[config.mk]
export PLATFORM = sky130hd
export DESIGN_NAME = rcs_host
export DESIGN_NICKNAME = d
export VERILOG_FILES = /design/src/verilog/rcs_host.v /design/src/verilog/rcs_decoder.v
export VERILOG_INCLUDE_DIRS = /design/src /design/src/verilog
export SDC_FILE = /design/constraint.sdc
export NUM_CORES = 1
export LEC_CHECK = 0
export BUFFER_PORTS_ARGS = -buffer_cell sky130_fd_sc_hd__clkbuf_2
export CELL_PAD_IN_SITES_DETAIL_PLACEMENT = 0
export CELL_PAD_IN_SITES_GLOBAL_PLACEMENT = 2
export CORE_UTILIZATION = 33
export CTS_CLUSTER_SIZE = 25
export DETAILED_ROUTE_END_ITERATION = 12
export GPL_ROUTABILITY_DRIVEN = 0
export HOLD_SLACK_MARGIN = 0.05
export PLACE_DENSITY = 0.91
export SYNTH_ARGS = -nofsm -noshare
export SYNTH_HDL_FRONTEND = slang
export SYNTH_SLANG_ARGS = --single-unit
[constraint.sdc]
create_clock -name ref_clk_i -period 2.5 [get_ports ref_clk_i]
set_input_delay 0 -clock ref_clk_i [delete_from_list [all_inputs] [get_ports ref_clk_i]]
set_output_delay 0 -clock ref_clk_i [all_outputs]
set_load 0.005 [all_outputs]
[src/verilog/rcs_consts.vh]
// Functional notes
// - write-enable level chosen per access decides write versus read.
// - controller drives fourteen address bits across sixty-four devices.
// - low eight address bits go to every device in parallel.
// - device responds only when both its chip selects are active.
// - two three-bit fields feed two one-of-eight chip-select decoders.
`ifndef RCS_CONSTS_VH
`define RCS_CONSTS_VH
// ======================================
// address layout
`define RCS_ADDR_W 14
`define RCS_CELL_W 8
`define RCS_CELL_LSB 0
`define RCS_SEL1_LSB 8
`define RCS_SEL2_LSB 11
`define RCS_SEL_W 3
`define RCS_NDEC 8
// ======================================
// timing
`define RCS_CLK_NS 100
`define RCS_WE_NS 100
`define RCS_WE_CYC (((`RCS_WE_NS) + (`RCS_CLK_NS) - 1) / (`RCS_CLK_NS))
`define RCS_CS1_RST 8'h00
`define RCS_CS2_RST 8'h00
`endif

[src/verilog/rcs_host.v]
`timescale 1ns/10ps
`include "rcs_consts.vh"
module rcs_host #(
  parameter ADDR_W = `RCS_ADDR_W,
  parameter WE_CYC = `RCS_WE_CYC
) (
  input wire ref_clk_i,
  input wire rst_i,
  input wire ce_i,
  input wire req_i,
  input wire wr_i,
  input wire [ADDR_W-1:0] addr_i,
  input wire wdata_i,
  input wire mem_dout_i,
  output reg busy_o,
  output reg done_o,
  output reg rdata_o,
  output reg [`RCS_CELL_W-1:0] mem_addr_o,
  output reg [`RCS_NDEC-1:0] mem_cs1_o,
  output reg [`RCS_NDEC-1:0] mem_cs2_o,
  output reg mem_we_o,
  output reg mem_din_o
);
  // ======================================
  // states
  localparam [3:0] S_IDLE = 4'h1;
  localparam [3:0] S_WR = 4'h2;
  localparam [3:0] S_RD = 4'h4;
  localparam [3:0] S_END = 4'h8;
  // a zero setting still gives one cycle of write or read time
  localparam integer CNT_LAST_I = (WE_CYC > 1) ? (WE_CYC - 1) : 0;
  localparam [7:0] CNT_LAST = CNT_LAST_I[7:0];

  // ======================================
  // registers and next values
  reg [3:0] state;
  reg [7:0] cnt;
  reg [3:0] next_state;
  reg [7:0] next_cnt;
  reg next_busy;
  reg next_done;
  reg next_rdata;
  reg [`RCS_CELL_W-1:0] next_addr;
  reg [`RCS_NDEC-1:0] next_cs1;
  reg [`RCS_NDEC-1:0] next_cs2;
  reg next_we;
  reg next_din;
  wire idle_req;
  wire [`RCS_NDEC-1:0] dec1;
  wire [`RCS_NDEC-1:0] dec2;

  // ======================================
  // phase end test, shared by the write and read phases
  function at_last;
    input [7:0] c;
    begin
      at_last = (c >= CNT_LAST);
    end
  endfunction

  // ======================================
  // coincident select: two one-of-eight decoders
  assign idle_req = req_i && (state == S_IDLE);

  rcs_decoder #(.SEL_W(`RCS_SEL_W), .N(`RCS_NDEC)) u_dec1 (
    .sel_i(addr_i[`RCS_SEL1_LSB +: `RCS_SEL_W]),
    .en_i(idle_req),
    .line_o(dec1)
  );

  rcs_decoder #(.SEL_W(`RCS_SEL_W), .N(`RCS_NDEC)) u_dec2 (
    .sel_i(addr_i[`RCS_SEL2_LSB +: `RCS_SEL_W]),
    .en_i(idle_req),
    .line_o(dec2)
  );

  // ======================================
  // next-value logic; no refresh state exists since storage is static
  always @* begin
    next_state = state;
    next_cnt = cnt;
    next_busy = busy_o;
    next_done = 1'h0;
    next_rdata = rdata_o;
    next_addr = mem_addr_o;
    next_cs1 = mem_cs1_o;
    next_cs2 = mem_cs2_o;
    next_we = mem_we_o;
    next_din = mem_din_o;
    case (state)
      S_IDLE: begin
        if (req_i) begin
          next_busy = 1'h1;
          next_addr = addr_i[`RCS_CELL_LSB +: `RCS_CELL_W];
          next_cs1 = dec1;
          next_cs2 = dec2;
          next_din = wdata_i;
          next_we = wr_i;
          next_cnt = 8'h00;
          if (wr_i) begin
            next_state = S_WR;
          end else begin
            next_state = S_RD;
          end
        end
      end
      S_WR: begin
        // we held for the full write time; selects outlast it a cycle, the address holds until the next access
        if (at_last(cnt)) begin
          next_we = 1'h0;
          next_state = S_END;
        end else begin
          next_cnt = cnt + 8'h01;
        end
      end
      S_RD: begin
        // we stays low; sample once the access time has passed
        if (at_last(cnt)) begin
          next_rdata = mem_dout_i;
          next_state = S_END;
        end else begin
          next_cnt = cnt + 8'h01;
        end
      end
      S_END: begin
        next_cs1 = `RCS_CS1_RST;
        next_cs2 = `RCS_CS2_RST;
        next_busy = 1'h0;
        next_done = 1'h1;
        next_state = S_IDLE;
      end
      default: begin
        // lost state: drop every select rather than risk a stray write
        next_we = 1'h0;
        next_cs1 = `RCS_CS1_RST;
        next_cs2 = `RCS_CS2_RST;
        next_busy = 1'h0;
        next_state = S_IDLE;
      end
    endcase
  end

  // ======================================
  // state registers; a low enable freezes everything
  always @(posedge ref_clk_i or posedge rst_i) begin
    if (rst_i) begin
      state <= S_IDLE;
    end else if (ce_i) begin
      state <= next_state;
    end
  end

  always @(posedge ref_clk_i or posedge rst_i) begin
    if (rst_i) begin
      cnt <= 8'h00;
    end else if (ce_i) begin
      cnt <= next_cnt;
    end
  end

  // ======================================
  // host-side outputs
  always @(posedge ref_clk_i or posedge rst_i) begin
    if (rst_i) begin
      busy_o <= 1'h0;
    end else if (ce_i) begin
      busy_o <= next_busy;
    end
  end

  always @(posedge ref_clk_i or posedge rst_i) begin
    if (rst_i) begin
      done_o <= 1'h0;
    end else if (ce_i) begin
      done_o <= next_done;
    end
  end

  always @(posedge ref_clk_i or posedge rst_i) begin
    if (rst_i) begin
      rdata_o <= 1'h0;
    end else if (ce_i) begin
      rdata_o <= next_rdata;
    end
  end

  // ======================================
  // array-side outputs
  always @(posedge ref_clk_i or posedge rst_i) begin
    if (rst_i) begin
      mem_addr_o <= 8'h00;
    end else if (ce_i) begin
      mem_addr_o <= next_addr;
    end
  end

  always @(posedge ref_clk_i or posedge rst_i) begin
    if (rst_i) begin
      mem_cs1_o <= `RCS_CS1_RST;
    end else if (ce_i) begin
      mem_cs1_o <= next_cs1;
    end
  end

  always @(posedge ref_clk_i or posedge rst_i) begin
    if (rst_i) begin
      mem_cs2_o <= `RCS_CS2_RST;
    end else if (ce_i) begin
      mem_cs2_o <= next_cs2;
    end
  end

  always @(posedge ref_clk_i or posedge rst_i) begin
    if (rst_i) begin
      mem_we_o <= 1'h0;
    end else if (ce_i) begin
      mem_we_o <= next_we;
    end
  end

  always @(posedge ref_clk_i or posedge rst_i) begin
    if (rst_i) begin
      mem_din_o <= 1'h0;
    end else if (ce_i) begin
      mem_din_o <= next_din;
    end
  end
endmodule // rcs_host

[src/verilog/rcs_decoder.v]
`timescale 1ns/10ps
`include "rcs_consts.vh"
module rcs_decoder #(
  parameter SEL_W = `RCS_SEL_W,
  parameter N = `RCS_NDEC
) (
  input wire [SEL_W-1:0] sel_i,
  input wire en_i,
  output wire [N-1:0] line_o
);
  genvar g;
  generate
    for (g = 0; g < N; g = g + 1) begin : g_line
      localparam integer IDX = g;
      assign line_o[g] = en_i && (sel_i == IDX[SEL_W-1:0]);
    end
  endgenerate
endmodule // rcs_decoder

==> tab_implementation.tex, run 1 <==
\begin{tabular}{lr}
\hline
Metric & Value \\
\hline
\multicolumn{2}{l}{\textbf{Detailed routing}} \\
DRT Wirelength & 3270 um \\
Remaining antenna violation count after routing & 0 \\
Initial detailed-routing violation count & 25 \\
Via count & 1145 \\
Post-route DRC violation count & 0 \\
Routed wire length per instance & 12.8 um \\
Detailed Routing Iterations Pass 1 & 4 \\
Via density & 4.47 \\
\multicolumn{2}{l}{\textbf{Power}} \\
Worst-case vdd ir drop & 0.494 mV \\
Power density over cell area & 897 nW/um2 \\
Cell leakage power & 0.00106 uW \\
\multicolumn{2}{l}{\textbf{Global routing}} \\
Antenna violations before repair & 0 \\
Aggregate global routing overflow & 0 \\
Vias in the first global route & 1167 \\
Global-route usage over all layers & 0.137 \\
Global-route wire length before repair & 5430 um \\
Pin count of the biggest net entering global routing & 24 \\
\multicolumn{2}{l}{\textbf{STA}} \\
Slew at the pin with the worst max-slew slack & 0.865 ns \\
Min Clock Period, post-route & 1.95 ns \\
Count of final max-slew check failures & 0 \\
Final clock period utilization by the worst path & 0.780 \\
Max Clk Rate & 513 MHz \\
Setup tns final & 0 ns \\
Final clock skew & 0.00271 ns \\
Final setup vio count & 0 \\
Max transition margin & 0.423 \\
Hold Vio Cnt, Final & 0 \\
Setup repair after global routing missed its margin & false \\
\multicolumn{2}{l}{\textbf{Clock network}} \\
Largest buffer count on any clock path & 2 \\
CTS tree & built \\
Clk root buf & sky130\_fd\_sc\_hd\_\_clkbuf\_8 \\
TritonCTS Buffers & 5 \\
Clock insertion delay at the later pin of the skew report & 0.28 ns \\
Number of clock sinks & 33 \\
Clock-pin slew reported for the worst setup and hold paths after clock tree synthesis & 0.07 ns \\
Number of levels the H-tree was split into & 2 \\
\multicolumn{2}{l}{\textbf{Yosys}} \\
Syn avg cell area & 13.3 um2 \\
Syn\_nets & 144 \\
Post-Synthesis Cell Area & 1640 um2 \\
Part of the Yosys area used for sequential elements & 0.505 \\
Cell count after synthesis & 123 \\
Warnings from Yosys & 0 \\
Yosys reg bits & 33 \\
Top cell type's share of synthesized area & 0.489 \\
Top post-synthesis cells by area & sky130\_fd\_sc\_hd\_\_dfrtp\_1 (49\%), sky130\_fd\_sc\_hd\_\_mux2\_4 (15\%), sky130\_fd\_sc\_hd\_\_mux2\_2 (7.6\%) \\
Number of unique standard cell types used by synthesis & 32 \\
Dominant cell type by area after synthesis & sky130\_fd\_sc\_hd\_\_dfrtp\_1 \\
\multicolumn{2}{l}{\textbf{Flow run}} \\
Number of max-capacitance violations reported & 0 \\
\multicolumn{2}{l}{\textbf{Critical path}} \\
Crit start category & flip-flop \\
Worst EP required & 2.67 ns \\
Path type of the worst setup path & flip-flop to flip-flop \\
Crit end category & flip-flop \\
Highest net fanout along the worst path & 11 \\
Worst path arrival time & 2.12 ns \\
\multicolumn{2}{l}{\textbf{Floorplanning}} \\
Placeable core region & 4750 um2 \\
FP Rows & 25 \\
X dimension of the die & 72.5 um \\
DIE AREA & 5250 um2 \\
I/O pin count & 50 \\
Die H & 72.5 um \\
Starting Density & 0.344 \\
\multicolumn{2}{l}{\textbf{Placement}} \\
Placed cells & 235 \\
Count of port buffers added during placement & 49 \\
Half-perimeter wire length after placement & 2230 um \\
\multicolumn{2}{l}{\textbf{Outcome}} \\
Outcome & finished clean \\
\multicolumn{2}{l}{\textbf{Finish}} \\
End-of-flow core utilization & 0.448 \\
Layout cell share with drive strength beyond 1 & 0.497 \\
ANT cells & 0 \\
Area growth, synth to finish & 30.0\% \\
Final cell count without fillers & 256 \\
Number of nets in the layout & 209 \\
Most common library cell in the layout ignoring fill and taps & sky130\_fd\_sc\_hd\_\_clkbuf\_2 \\
Number of filler instances in the final layout & 483 \\
Most frequent cells in the layout & sky130\_fd\_sc\_hd\_\_clkbuf\_2 (49), sky130\_fd\_sc\_hd\_\_dfrtp\_1 (32), sky130\_fd\_sc\_hd\_\_mux2\_4 (16) \\
\multicolumn{2}{l}{\textbf{Worst hold path}} \\
Hold WC Path Type & input pin to flip-flop \\
\hline
\end{tabular}
power by group:
group | switching, uW | internal, uW
Sequential | 143 | 689
Combinational | 288 | 408
Clock | 190 | 193
Total | 621 | 1290
per-layer routing:
metal | up-vias | share of wire | GRT usage
li1 | 558 | - | -
met1 | 555 | 0.46 | 0.176
met2 | 28 | 0.49 | 0.218
met3 | 4 | 0.038 | 0.0417
met4 | 0 | 0.011 | 0.0501
met5 | - | 0 | 0
critical path, stage by stage (launching register included):
cell and delay, ns:
sky130_fd_sc_hd__dfstp_2 0.63, sky130_fd_sc_hd__nor4b_4 0.26, sky130_fd_sc_hd__nand2_2 0.19, sky130_fd_sc_hd__nor2_4 0.37
sky130_fd_sc_hd__mux2_2 0.38
cell usage after synthesis, drive strengths merged:
| master | instances |
|---|---|
| nor2b | 1 |
| a21o | 1 |
| nand4 | 1 |
| nand2b | 4 |
| a22o | 1 |
| nand2 | 5 |
| inv | 5 |
| o21ai | 4 |
| dfrtp | 32 |
| nor2 | 8 |
| nor3 | 10 |
| xnor2 | 1 |
| nor4 | 2 |
| nor3b | 4 |
| o2bb2ai | 1 |
| mux2i | 1 |
| nor4b | 4 |
| dfstp | 1 |
| nand3 | 2 |
| mux2 | 27 |
| o22ai | 1 |
| buf | 7 |
stage by stage:
stage | cell area, um2 | total power [uW] | worst slack (ns) | hold slack (ns)
finish | 2130 | 1910 | 0.551 | 0.166
CTS | 2130 | 1940 | 0.537 | 0.162
detailed placement | 1920 | 1530 | 0.544 | 0.202
global placement | 1920 | 1510 | 0.585 | 0.187
floorplan | 1640 | 1330 | 0.660 | 0.128
global route | 2130 | 2040 | 0.414 | 0.199
repair_timing:
item                      in CTS  in global routing
hold endpoints to repair      34                  0
resized for setup              0                  0
hold buffers                  13                  0
setup buffers                  0                  0
logic make-up (layout without fill, tap and decap cells):
group,Yosys count,after routing,share of synthesized area
buffers and inverters,12,78,0.0558
muxes,28,28,0.228
AOI/OAI and AO/OA,8,8,0.0382
DFF,33,33,0.505
and+or+nand+nor,41,41,0.167
xor gates and xnor gates,1,1,0.00535
flip-flops by register name, indices dropped and copies added (netlist names):
| signal | flops |
|---|---|
| mem_addr_o | 8 |
| mem_cs1_o | 8 |
| mem_cs2_o | 8 |
| state | 4 |
| busy_o | 1 |
| done_o | 1 |
| mem_din_o | 1 |
| mem_we_o | 1 |
| rdata_o | 1 |
cell type report:
cell class	instances	area [um2]	area share
Clock inverter	2	10.0	0.00470
Inverter	5	18.8	0.00881
Multi-Input combinational cell	78	719	0.338
Tap cell	67	83.8	0.0394
Timing Repair Buffer	65	398	0.187
Clock buffer	6	72.6	0.0341
Sequential cell	33	827	0.388
worst paths after layout:
kind	start	endpoint	slack [ns]	depth (start not counted)
max	state[0]$_DFFE_PP1P_	mem_addr_o[7]$_DFFE_PP0P_	0.55	4
min	addr_i[12]	mem_cs2_o[6]$_DFFE_PP0P_	0.17	4
max reg2reg	state[0]$_DFFE_PP1P_	mem_addr_o[7]$_DFFE_PP0P_	0.55	4
min reg2reg	busy_o$_DFFE_PP0P_	busy_o$_DFFE_PP0P_	0.49	1
max in group asynchronous	rst_i	state[3]$_DFFE_PP0P_	1.40	4
min in group asynchronous	rst_i	mem_addr_o[2]$_DFFE_PP0P_	0.42	3
No activity file was read; power rests on OpenSTA's default activity.
==> run 2: changes to the inputs <==
--- a/config.mk
+++ b/config.mk
@@ -6,10 +6,11 @@
 export SDC_FILE = /design/constraint.sdc
 export NUM_CORES = 1
 export LEC_CHECK = 0
+export ABC_AREA = 1
 export BUFFER_PORTS_ARGS = -buffer_cell sky130_fd_sc_hd__clkbuf_2
 export CELL_PAD_IN_SITES_DETAIL_PLACEMENT = 0
 export CELL_PAD_IN_SITES_GLOBAL_PLACEMENT = 2
-export CORE_UTILIZATION = 33
+export CORE_UTILIZATION = 29
 export CTS_CLUSTER_SIZE = 25
 export DETAILED_ROUTE_END_ITERATION = 12
 export GPL_ROUTABILITY_DRIVEN = 0
==> constraint.sdc (replaced) <==
create_clock -name ref_clk_i -period 1.85 [get_ports ref_clk_i]
set_input_delay 0 -clock ref_clk_i [delete_from_list [all_inputs] [get_ports ref_clk_i]]
set_output_delay 0 -clock ref_clk_i [all_outputs]
set_load 0.005 [all_outputs]
==> run 2 against run 1 <==
Global-route usage is 0.23 points lower. Power is 20% higher. First-iteration DRC count grew to 3.2 times the previous value. Synthesized cell count is 75% higher. Register-to-register slack worse by 0.22 ns. Fmax is 29% higher. Sequential share of layout area is 1.8 points lower. Clock power is 40% higher. Setup slack worse by 0.22 ns. Synthesized area is 5.8% higher. Via count is 30% higher. Utilization is 5.2 points lower.
==> tab_implementation.tex, run 2 <==
\begin{tabular}{lr}
\hline
Metric & Value \\
\hline
\multicolumn{2}{l}{\textbf{Clock network}} \\
Number of clock sinks & 33 (unchanged) \\
Number of levels the H-tree was split into & 2 (unchanged) \\
CTS tree & built \\
TritonCTS Buffers & 5 (unchanged) \\
Clk root buf & sky130\_fd\_sc\_hd\_\_clkbuf\_8 \\
Clock insertion delay at the later pin of the skew report & 0.29 ns (about the same) \\
Clock-pin slew reported for the worst setup and hold paths after clock tree synthesis & 0.07 ns (about the same) \\
Largest buffer count on any clock path & 2 (unchanged) \\
\multicolumn{2}{l}{\textbf{Critical path}} \\
Crit start category & flip-flop \\
Depth of the most critical reg-to-reg path & 7 (+3) \\
Crit end category & flip-flop \\
Worst-case register-to-register setup slack & 0.33 ns (-0.22 ns) \\
CP Buf/Inv Count & 2 (+2) \\
Worst r2r dst & mem\_addr\_o[7]\$\_DFFE\_PP0P\_ \\
Reg-to-Reg Start & state[0]\$\_DFFE\_PP1P\_ \\
Highest net fanout along the worst path & 17 (+6) \\
Path type of the worst setup path & flip-flop to flip-flop \\
Worst path arrival time & 1.74 ns (-0.38 ns) \\
Largest incremental delay on the critical path & 0.57 ns (-0.06 ns) \\
Cell mode on critical path & sky130\_fd\_sc\_hd\_\_nand2\_1 \\
Crit-path cells & inv\_2 > nor2\_4 > nand3\_4 > nor2\_2 > buf\_4 > nand2\_1 > nand2\_1 \\
Worst EP required & 2.08 ns (-0.59 ns) \\
Cell with the largest stage delay on the worst path & sky130\_fd\_sc\_hd\_\_dfstp\_2 \\
Gate family responsible for the most delay along the worst path & simple AND/OR/NAND/NOR gates \\
\multicolumn{2}{l}{\textbf{STA}} \\
Count of final max-slew check failures & 0 (unchanged) \\
Max transition margin & 0.716 (+0.294) \\
Min Clock Period, post-route & 1.52 ns (-0.434 ns) \\
Final clock skew & 0.00653 ns (+0.00381 ns) \\
Slew at the pin with the worst max-slew slack & 0.426 ns (-0.440 ns) \\
Setup tns final & 0 ns (unchanged) \\
Final setup vio count & 0 (unchanged) \\
Setup repair after global routing missed its margin & false \\
Hold Vio Cnt, Final & 0 (unchanged) \\
Final clock period utilization by the worst path & 0.819 (+0.0394) \\
Max Clk Rate & 660 MHz (+29\%) \\
\multicolumn{2}{l}{\textbf{Worst hold path}} \\
Hold Path Sink & mem\_cs2\_o[4]\$\_DFFE\_PP0P\_ \\
Source of the worst hold timing path & addr\_i[13] \\
Hold WC Path Type & input pin to flip-flop \\
Number of cells traversed by the worst hold path & 5 (+1) \\
\multicolumn{2}{l}{\textbf{Yosys}} \\
Fraction of the mapped netlist area in adder cells & 0 (unchanged) \\
Top cells by count, synth & sky130\_fd\_sc\_hd\_\_nand2\_1 (69), sky130\_fd\_sc\_hd\_\_dfrtp\_1 (32), sky130\_fd\_sc\_hd\_\_inv\_1 (28) \\
Part of the Yosys area used for sequential elements & 0.477 (-0.0277) \\
Cell count after synthesis & 215 (+75\%) \\
Synthesized-area fraction occupied by xor and xnor cells & 0 (-0.00535) \\
Dominant cell type by area after synthesis & sky130\_fd\_sc\_hd\_\_dfrtp\_1 \\
Number of enable flip-flop cells after synthesis & 0 (unchanged) \\
Largest family of logic cells by synthesized area & simple AND/OR/NAND/NOR gates \\
Proportion of synthesized area in mux cells & 0 (-0.228) \\
Yosys reg bits & 33 (unchanged) \\
Top flip-flop cell by instance count after synthesis & sky130\_fd\_sc\_hd\_\_dfrtp\_1 \\
Syn avg cell area & 8.06 um2 (-39\%) \\
Number of unique standard cell types used by synthesis & 21 (-34\%) \\
Top cell type's share of synthesized area & 0.462 (-0.0268) \\
Warnings from Yosys & 0 (unchanged) \\
Post-Synthesis Cell Area & 1730 um2 (+5.8\%) \\
Share of synthesized cell area in and, or, nand and nor gates & 0.332 (+0.165) \\
Top post-synthesis cells by area & sky130\_fd\_sc\_hd\_\_dfrtp\_1 (46\%), sky130\_fd\_sc\_hd\_\_nand2\_1 (15\%), sky130\_fd\_sc\_hd\_\_o21bai\_1 (7.8\%) \\
Syn\_nets & 236 (+64\%) \\
Post-synthesis compound-gate area fraction & 0.0917 (+0.0535) \\
Fraction of registers with async set/reset & 1.00 (unchanged) \\
Most frequent cell after synthesis & sky130\_fd\_sc\_hd\_\_nand2\_1 \\
\multicolumn{2}{l}{\textbf{Power}} \\
Share of total power in sequential cells & 0.446 (+0.011) \\
Clock network fraction of total power & 0.234 (+0.034) \\
Switching component of the power & 835 uW (+35\%) \\
Design internal power & 1460 uW (+13\%) \\
Power density over cell area & 1030 nW/um2 (+15\%) \\
Cell leakage power & 0.00126 uW (+19\%) \\
Gate power share & 0.320 (-0.044) \\
Total power consumption of the routed design & 2300 uW (+20\%) \\
Worst-case vdd ir drop & 0.301 mV (-39\%) \\
Switching part of the total & 0.364 (+0.0386) \\
\multicolumn{2}{l}{\textbf{Finish}} \\
ANT cells & 0 (unchanged) \\
Number of nets in the layout & 299 (+43\%) \\
Regs by FF count & mem\_addr\_o x8, mem\_cs1\_o x8, mem\_cs2\_o x8 \\
Layout cell share with drive strength beyond 1 & 0.301 (-0.196) \\
Area of the multi-input gates & 734 um2 (+2.1\%) \\
Register area & 827 um2 (unchanged) \\
Number of filler instances in the final layout & 614 (+27\%) \\
Most common library cell in the layout ignoring fill and taps & sky130\_fd\_sc\_hd\_\_nand2\_1 \\
Most frequent cells in the layout & sky130\_fd\_sc\_hd\_\_nand2\_1 (69), sky130\_fd\_sc\_hd\_\_clkbuf\_2 (49), sky130\_fd\_sc\_hd\_\_dfrtp\_1 (32) \\
Area growth, synth to finish & 29.0\% \\
\multicolumn{2}{l}{\textbf{Global routing}} \\
Global-route usage over all layers & 0.135 (-0.00229) \\
Antenna violations before repair & 0 (unchanged) \\
Global-route wire length before repair & 6560 um (+21\%) \\
Aggregate global routing overflow & 0 (unchanged) \\
Vias in the first global route & 1495 (+28\%) \\
Pin count of the biggest net entering global routing & 34 (+42\%) \\
\multicolumn{2}{l}{\textbf{Detailed routing}} \\
Via density & 4.23 (-5.3\%) \\
Via count & 1486 (+30\%) \\
Detailed Routing Iterations Pass 1 & 4 (unchanged) \\
Routed wire length per instance & 10.9 um (-14\%) \\
DRT Wirelength & 3840 um (+17\%) \\
Remaining antenna violation count after routing & 0 (unchanged) \\
Initial detailed-routing violation count & 80 (+220\%) \\
Post-route DRC violation count & 0 (unchanged) \\
\multicolumn{2}{l}{\textbf{Outcome}} \\
Outcome & finished clean \\
\multicolumn{2}{l}{\textbf{Floorplanning}} \\
I/O pin count & 50 (unchanged) \\
FP Rows & 27 (+8.0\%) \\
Placeable core region & 5640 um2 (+19\%) \\
X dimension of the die & 79.3 um (+9.5\%) \\
DIE AREA & 6290 um2 (+20\%) \\
Die H & 79.3 um (+9.5\%) \\
Starting Density & 0.307 (-0.0373) \\
\multicolumn{2}{l}{\textbf{Placement}} \\
Half-perimeter wire length after placement & 2640 um (+18\%) \\
Count of port buffers added during placement & 49 (unchanged) \\
\multicolumn{2}{l}{\textbf{Flow run}} \\
Number of max-capacitance violations reported & 0 (unchanged) \\
\hline
\end{tabular}
## run 2: cell types whose count changed after synthesis, moves of 10 or more
cell                       before  now
sky130_fd_sc_hd__nand2_1        4   69
sky130_fd_sc_hd__inv_1          5   28
sky130_fd_sc_hd__o21bai_1       0   18
sky130_fd_sc_hd__mux2_4        16    0
sky130_fd_sc_hd__nor2_1         7   21
sky130_fd_sc_hd__mux2_2        11    0
sky130_fd_sc_hd__nand3_1        2   12
## run 2: how the worst max path moves through the flow
stage                     cells after the start                         to            startpoint  slack, ns
after global placement                        6   mem_cs2_o[3]$_DFFE_PP0P_  state[0]$_DFFE_PP1P_       0.36
after CTS                                     6   mem_cs2_o[3]$_DFFE_PP0P_  state[0]$_DFFE_PP1P_       0.31
after detailed placement                      6   mem_cs2_o[3]$_DFFE_PP0P_  state[0]$_DFFE_PP1P_       0.32
final                                         7  mem_addr_o[7]$_DFFE_PP0P_  state[0]$_DFFE_PP1P_       0.33
after floorplan                               8  mem_addr_o[0]$_DFFE_PP0P_  state[0]$_DFFE_PP1P_       0.52
after global routing                          7  mem_addr_o[6]$_DFFE_PP0P_  state[0]$_DFFE_PP1P_       0.16
## run 2: repair_timing
item	4_1_cts	5_1_grt
gates resized for setup	0	0
hold buffers	12	0
buffers inserted	0	0
endpoints found under the hold margin	45	0
## run 2: per-stage QoR
| step | cells | hold slack, ns | utilization | setup slack [ns] | instance area (um2) |
|---|---|---|---|---|---|
| after floorplan | 215 | 0.0904 | - | 0.520 | 1730 |
| after global placement | 331 | 0.100 | 0.360 | 0.362 | 2030 |
| after detailed placement | 331 | 0.101 | 0.360 | 0.315 | 2030 |
| after CTS | 351 | 0.0757 | 0.396 | 0.305 | 2230 |
| after global routing | 351 | 0.103 | 0.396 | 0.162 | 2230 |
| final | 351 | 0.0837 | 0.396 | 0.335 | 2230 |
## run 2: power groups by stage
| stage | combinational (uW) | sequential, uW | clock [uW] |
|---|---|---|---|
| floorplan | 472 | 1040 | 0 |
| global placement | 721 | 1030 | 0 |
| detailed placement | 733 | 1040 | 0 |
| CTS | 754 | 1030 | 555 |
| global route | 848 | 1050 | 585 |
| finish | 736 | 1020 | 537 |
## run 2: routing by layer
metal	GRT usage	up-vias	part of all wire
met4	0.0545	0	0.016
met3	0.0333	7	0.035
met1	0.165	681	0.48
met5	0	-	0
li1	-	775	-
met2	0.225	23	0.47
## run 2: logic make-up after synthesis
kind of cell    after synthesis
buf+inv                      38
simple gates                122
compound gates               22
flops                        33
## run 2: final cells by class
class	instances	share of cell area
clock buffers	5	0.0308
clock inverters	3	0.00784
inverters	31	0.0521
multi-input cells	144	0.329
flip-flops and latches	33	0.370
well taps	72	0.0403
repair buffers	63	0.170
## run 2: worst reg2reg max path: cells and delay by family (launching register included)
kind                   cells  cell delay [ns]
and+or+nand+nor            5             0.66
buffers and inverters      2             0.24
DFF                        1             0.57
==> run 3: changes to the inputs <==
--- a/config.mk
+++ b/config.mk
@@ -6,16 +6,16 @@
 export SDC_FILE = /design/constraint.sdc
 export NUM_CORES = 1
 export LEC_CHECK = 0
-export ABC_AREA = 1
+export ABC_AREA = 0
 export BUFFER_PORTS_ARGS = -buffer_cell sky130_fd_sc_hd__clkbuf_2
 export CELL_PAD_IN_SITES_DETAIL_PLACEMENT = 0
 export CELL_PAD_IN_SITES_GLOBAL_PLACEMENT = 2
-export CORE_UTILIZATION = 29
+export CORE_UTILIZATION = 30
 export CTS_CLUSTER_SIZE = 25
 export DETAILED_ROUTE_END_ITERATION = 12
 export GPL_ROUTABILITY_DRIVEN = 0
 export HOLD_SLACK_MARGIN = 0.05
-export PLACE_DENSITY = 0.91
+export PLACE_DENSITY = 0.87
 export SYNTH_ARGS = -nofsm -noshare
 export SYNTH_HDL_FRONTEND = slang
 export SYNTH_SLANG_ARGS = --single-unit
==> constraint.sdc (replaced) <==
create_clock -name ref_clk_i -period 1.3 [get_ports ref_clk_i]
set_input_delay 0 -clock ref_clk_i [delete_from_list [all_inputs] [get_ports ref_clk_i]]
set_output_delay 0 -clock ref_clk_i [all_outputs]
set_load 0.005 [all_outputs]
==> run 3 against run 2 <==
The flow now finishes with violations (negative setup slack). Fmax is 9.2% lower. Power is 80% higher. Clock power is 46% higher. Global-route usage is 0.32 points higher. Via count is 18% lower. Critical path depth is 2 lower. Clock-buffer cell count is 2 higher. Final area is 6.7% higher. First-iteration DRC count is 35% lower. Critical path type unchanged. Critical endpoint is now mem_cs2_o[0]$_DFFE_PP0P_. Largest power group is now combinational cells. Highest routed layer unchanged.
==> tab_implementation.tex, run 3 (synthesis results as in run 1) <==
\begin{tabular}{lr}
\hline
Metric & Value \\
\hline
\multicolumn{2}{l}{\textbf{STA}} \\
Final clock period utilization by the worst path & 1.28 (+0.464) \\
Slew at the pin with the worst max-slew slack & 0.414 ns (-0.0117 ns) \\
Setup repair after global routing missed its margin & true \\
Count of final max-slew check failures & 0 (unchanged) \\
Worst-case setup margin in the final layout & -0.368 ns (-0.703 ns) \\
Final setup vio count & 30 (+30) \\
Min Clock Period, post-route & 1.67 ns (+0.153 ns) \\
Max transition margin & 0.724 (+0.00781) \\
Final clock skew & 0.00412 ns (-0.00241 ns) \\
Worst hold margin & 0.0579 ns (-0.0258 ns) \\
Hold Vio Cnt, Final & 0 (unchanged) \\
Max Clk Rate & 599 MHz (-9.2\%) \\
\multicolumn{2}{l}{\textbf{Placement}} \\
Placed cells & 247 (-25\%) \\
Count of port buffers added during placement & 49 (unchanged) \\
Half-perimeter wire length after placement & 2360 um (-10\%) \\
Worst setup slack after placement & -0.368 ns (-0.683 ns) \\
Area after DPL & 2040 um2 (+0.49\%) \\
\multicolumn{2}{l}{\textbf{Clock network}} \\
Number of levels the H-tree was split into & 2 (unchanged) \\
Largest buffer count on any clock path & 2 (unchanged) \\
Clock-pin slew reported for the worst setup and hold paths after clock tree synthesis & 0.07 ns (about the same) \\
TritonCTS Buffers & 5 (unchanged) \\
CTS tree & built \\
Number of clock sinks & 33 (unchanged) \\
Clk root buf & sky130\_fd\_sc\_hd\_\_clkbuf\_8 \\
Clock insertion delay at the later pin of the skew report & 0.28 ns (about the same) \\
\multicolumn{2}{l}{\textbf{Floorplanning}} \\
Die H & 75.9 um (-4.3\%) \\
Placeable core region & 5170 um2 (-8.3\%) \\
I/O pin count & 50 (unchanged) \\
Starting Density & 0.317 (+0.00948) \\
DIE AREA & 5760 um2 (-8.4\%) \\
FP Rows & 26 (-3.7\%) \\
X dimension of the die & 75.9 um (-4.3\%) \\
\multicolumn{2}{l}{\textbf{Finish}} \\
Most frequent cells in the layout & sky130\_fd\_sc\_hd\_\_clkbuf\_2 (49), sky130\_fd\_sc\_hd\_\_dfrtp\_1 (30), sky130\_fd\_sc\_hd\_\_mux2\_4 (25) \\
Regs by FF count & mem\_addr\_o x8, mem\_cs1\_o x8, mem\_cs2\_o x8 \\
End-of-flow core utilization & 0.461 (+0.0650) \\
Final cell count without fillers & 270 (-23\%) \\
Layout cell share with drive strength beyond 1 & 0.580 (+0.279) \\
Number of nets in the layout & 221 (-26\%) \\
Register area & 830 um2 (+0.30\%) \\
Area growth, synth to finish & 45.6\% \\
Most common library cell in the layout ignoring fill and taps & sky130\_fd\_sc\_hd\_\_clkbuf\_2 \\
Non-Filler Cell Area, Final & 2380 um2 (+6.7\%) \\
Number of filler instances in the final layout & 475 (-23\%) \\
Area of the multi-input gates & 825 um2 (+12\%) \\
ANT cells & 0 (unchanged) \\
\multicolumn{2}{l}{\textbf{Flow run}} \\
Number of max-capacitance violations reported & 0 (unchanged) \\
\multicolumn{2}{l}{\textbf{Detailed routing}} \\
Detailed Routing Iterations Pass 1 & 4 (unchanged) \\
DRT Wirelength & 3640 um (-5.1\%) \\
Routed wire length per instance & 13.5 um (+23\%) \\
Via count & 1216 (-18\%) \\
Remaining antenna violation count after routing & 0 (unchanged) \\
Post-route DRC violation count & 0 (unchanged) \\
Via density & 4.50 (+6.4\%) \\
Initial detailed-routing violation count & 52 (-35\%) \\
\multicolumn{2}{l}{\textbf{Power}} \\
Design internal power & 2800 uW (+92\%) \\
Power density over cell area & 1730 nW/um2 (+68\%) \\
Switching component of the power & 1320 uW (+58\%) \\
Cell leakage power & 0.00118 uW (-6.6\%) \\
Worst-case vdd ir drop & 1.08 mV (+260\%) \\
Clock network fraction of total power & 0.190 (-0.044) \\
Share of total power in sequential cells & 0.373 (-0.073) \\
Switching part of the total & 0.320 (-0.0434) \\
Gate power share & 0.437 (+0.117) \\
\multicolumn{2}{l}{\textbf{Critical path}} \\
Worst EP required & 1.47 ns (-0.61 ns) \\
Crit end category & flip-flop \\
Highest net fanout along the worst path & 12 (-5) \\
Largest incremental delay on the critical path & 0.47 ns (-0.10 ns) \\
Cell with the largest stage delay on the worst path & sky130\_fd\_sc\_hd\_\_dfrtp\_2 \\
Crit start category & flip-flop \\
Worst path arrival time & 1.84 ns (+0.10 ns) \\
Gate family responsible for the most delay along the worst path & flip-flops \\
Path type of the worst setup path & flip-flop to flip-flop \\
CP Buf/Inv Count & 1 (-1) \\
Crit-path cells & nor4b\_4 > nor3\_2 > o21ai\_4 > buf\_12 > mux2\_4 \\
\multicolumn{2}{l}{\textbf{Global routing}} \\
Pin count of the biggest net entering global routing & 34 (unchanged) \\
Global-route wire length before repair & 5730 um (-13\%) \\
Aggregate global routing overflow & 0 (unchanged) \\
Vias in the first global route & 1162 (-22\%) \\
Global-route usage over all layers & 0.138 (+0.00322) \\
Antenna violations before repair & 0 (unchanged) \\
\multicolumn{2}{l}{\textbf{Outcome}} \\
Failing checks & negative setup slack \\
Outcome & finished, violations left \\
\multicolumn{2}{l}{\textbf{Worst hold path}} \\
Hold WC Path Type & input pin to flip-flop \\
\hline
\end{tabular}
-- run 3: what timing repair did --
| item | 4_1_cts | 5_1_grt |
|---|---|---|
| setup buffers | 3 | 1 |
| gates cloned | 1 | 0 |
| endpoints found under the hold margin | 45 | 0 |
| resized for setup | 11 | 11 |
| hold buffers | 13 | 0 |
| setup endpoints to repair | 31 | 31 |
| pin swaps | 5 | 2 |
-- run 3: tightest hold or removal path: stages --
cell and delay [ns]:
sky130_fd_sc_hd__clkbuf_2 0.16, sky130_fd_sc_hd__nand2_1 0.08, sky130_fd_sc_hd__o2bb2ai_1 0.06
-- run 3: power groups by stage --
stage / clock (uW) / sequential (uW) / combinational [uW]
floorplan: 0 / 1500 / 1120
global placement: 0 / 1560 / 1570
detailed placement: 0 / 1550 / 1580
CTS: 805 / 1540 / 1780
global route: 841 / 1580 / 1950
finish: 782 / 1540 / 1800
-- run 3: final timing paths --
| check | start | to | slack, ns | depth (start not counted) |
|---|---|---|---|---|
| setup / recovery | state[2]$_DFFE_PP0P_ | mem_cs2_o[0]$_DFFE_PP0P_ | -0.37 | 5 |
| hold / removal | ce_i | state[3]$_DFFE_PP0P_ | 0.06 | 3 |
| setup reg to reg | state[2]$_DFFE_PP0P_ | mem_cs2_o[0]$_DFFE_PP0P_ | -0.37 | 5 |
| hold reg to reg | rdata_o$_DFFE_PP0P_ | rdata_o$_DFFE_PP0P_ | 0.51 | 1 |
| max in group asynchronous | rst_i | state[0]$_DFFE_PP1P_ | 0.64 | 4 |
| min in group asynchronous | rst_i | rdata_o$_DFFE_PP0P_ | 0.33 | 4 |
-- run 3: layout make-up --
type | count | share of cell area
clock buffers | 7 | 0.0362
inverters | 5 | 0.00787
multi-input cells | 78 | 0.346
flip-flops and latches | 33 | 0.348
well taps | 70 | 0.0367
repair buffers | 77 | 0.226
-- run 3: through the flow --
| step | setup TNS (ns) | total power (uW) |
|---|---|---|
| 2_1_floorplan | -11.78 | 2620 |
| 3_3_place_gp | -8.36 | 3130 |
| 3_5_place_dp | -8.99 | 3140 |
| 4_1_cts | -9.15 | 4130 |
| 5_1_grt | -11.32 | 4370 |
| 6_report | -9.31 | 4130 |
-- run 3: per-layer routing --
layer	vias up	GRT usage	share of wire
met2	33	0.206	0.48
met1	597	0.192	0.46
met3	5	0.0370	0.043
met4	0	0.0494	0.017
li1	581	-	-
met5	-	0	0
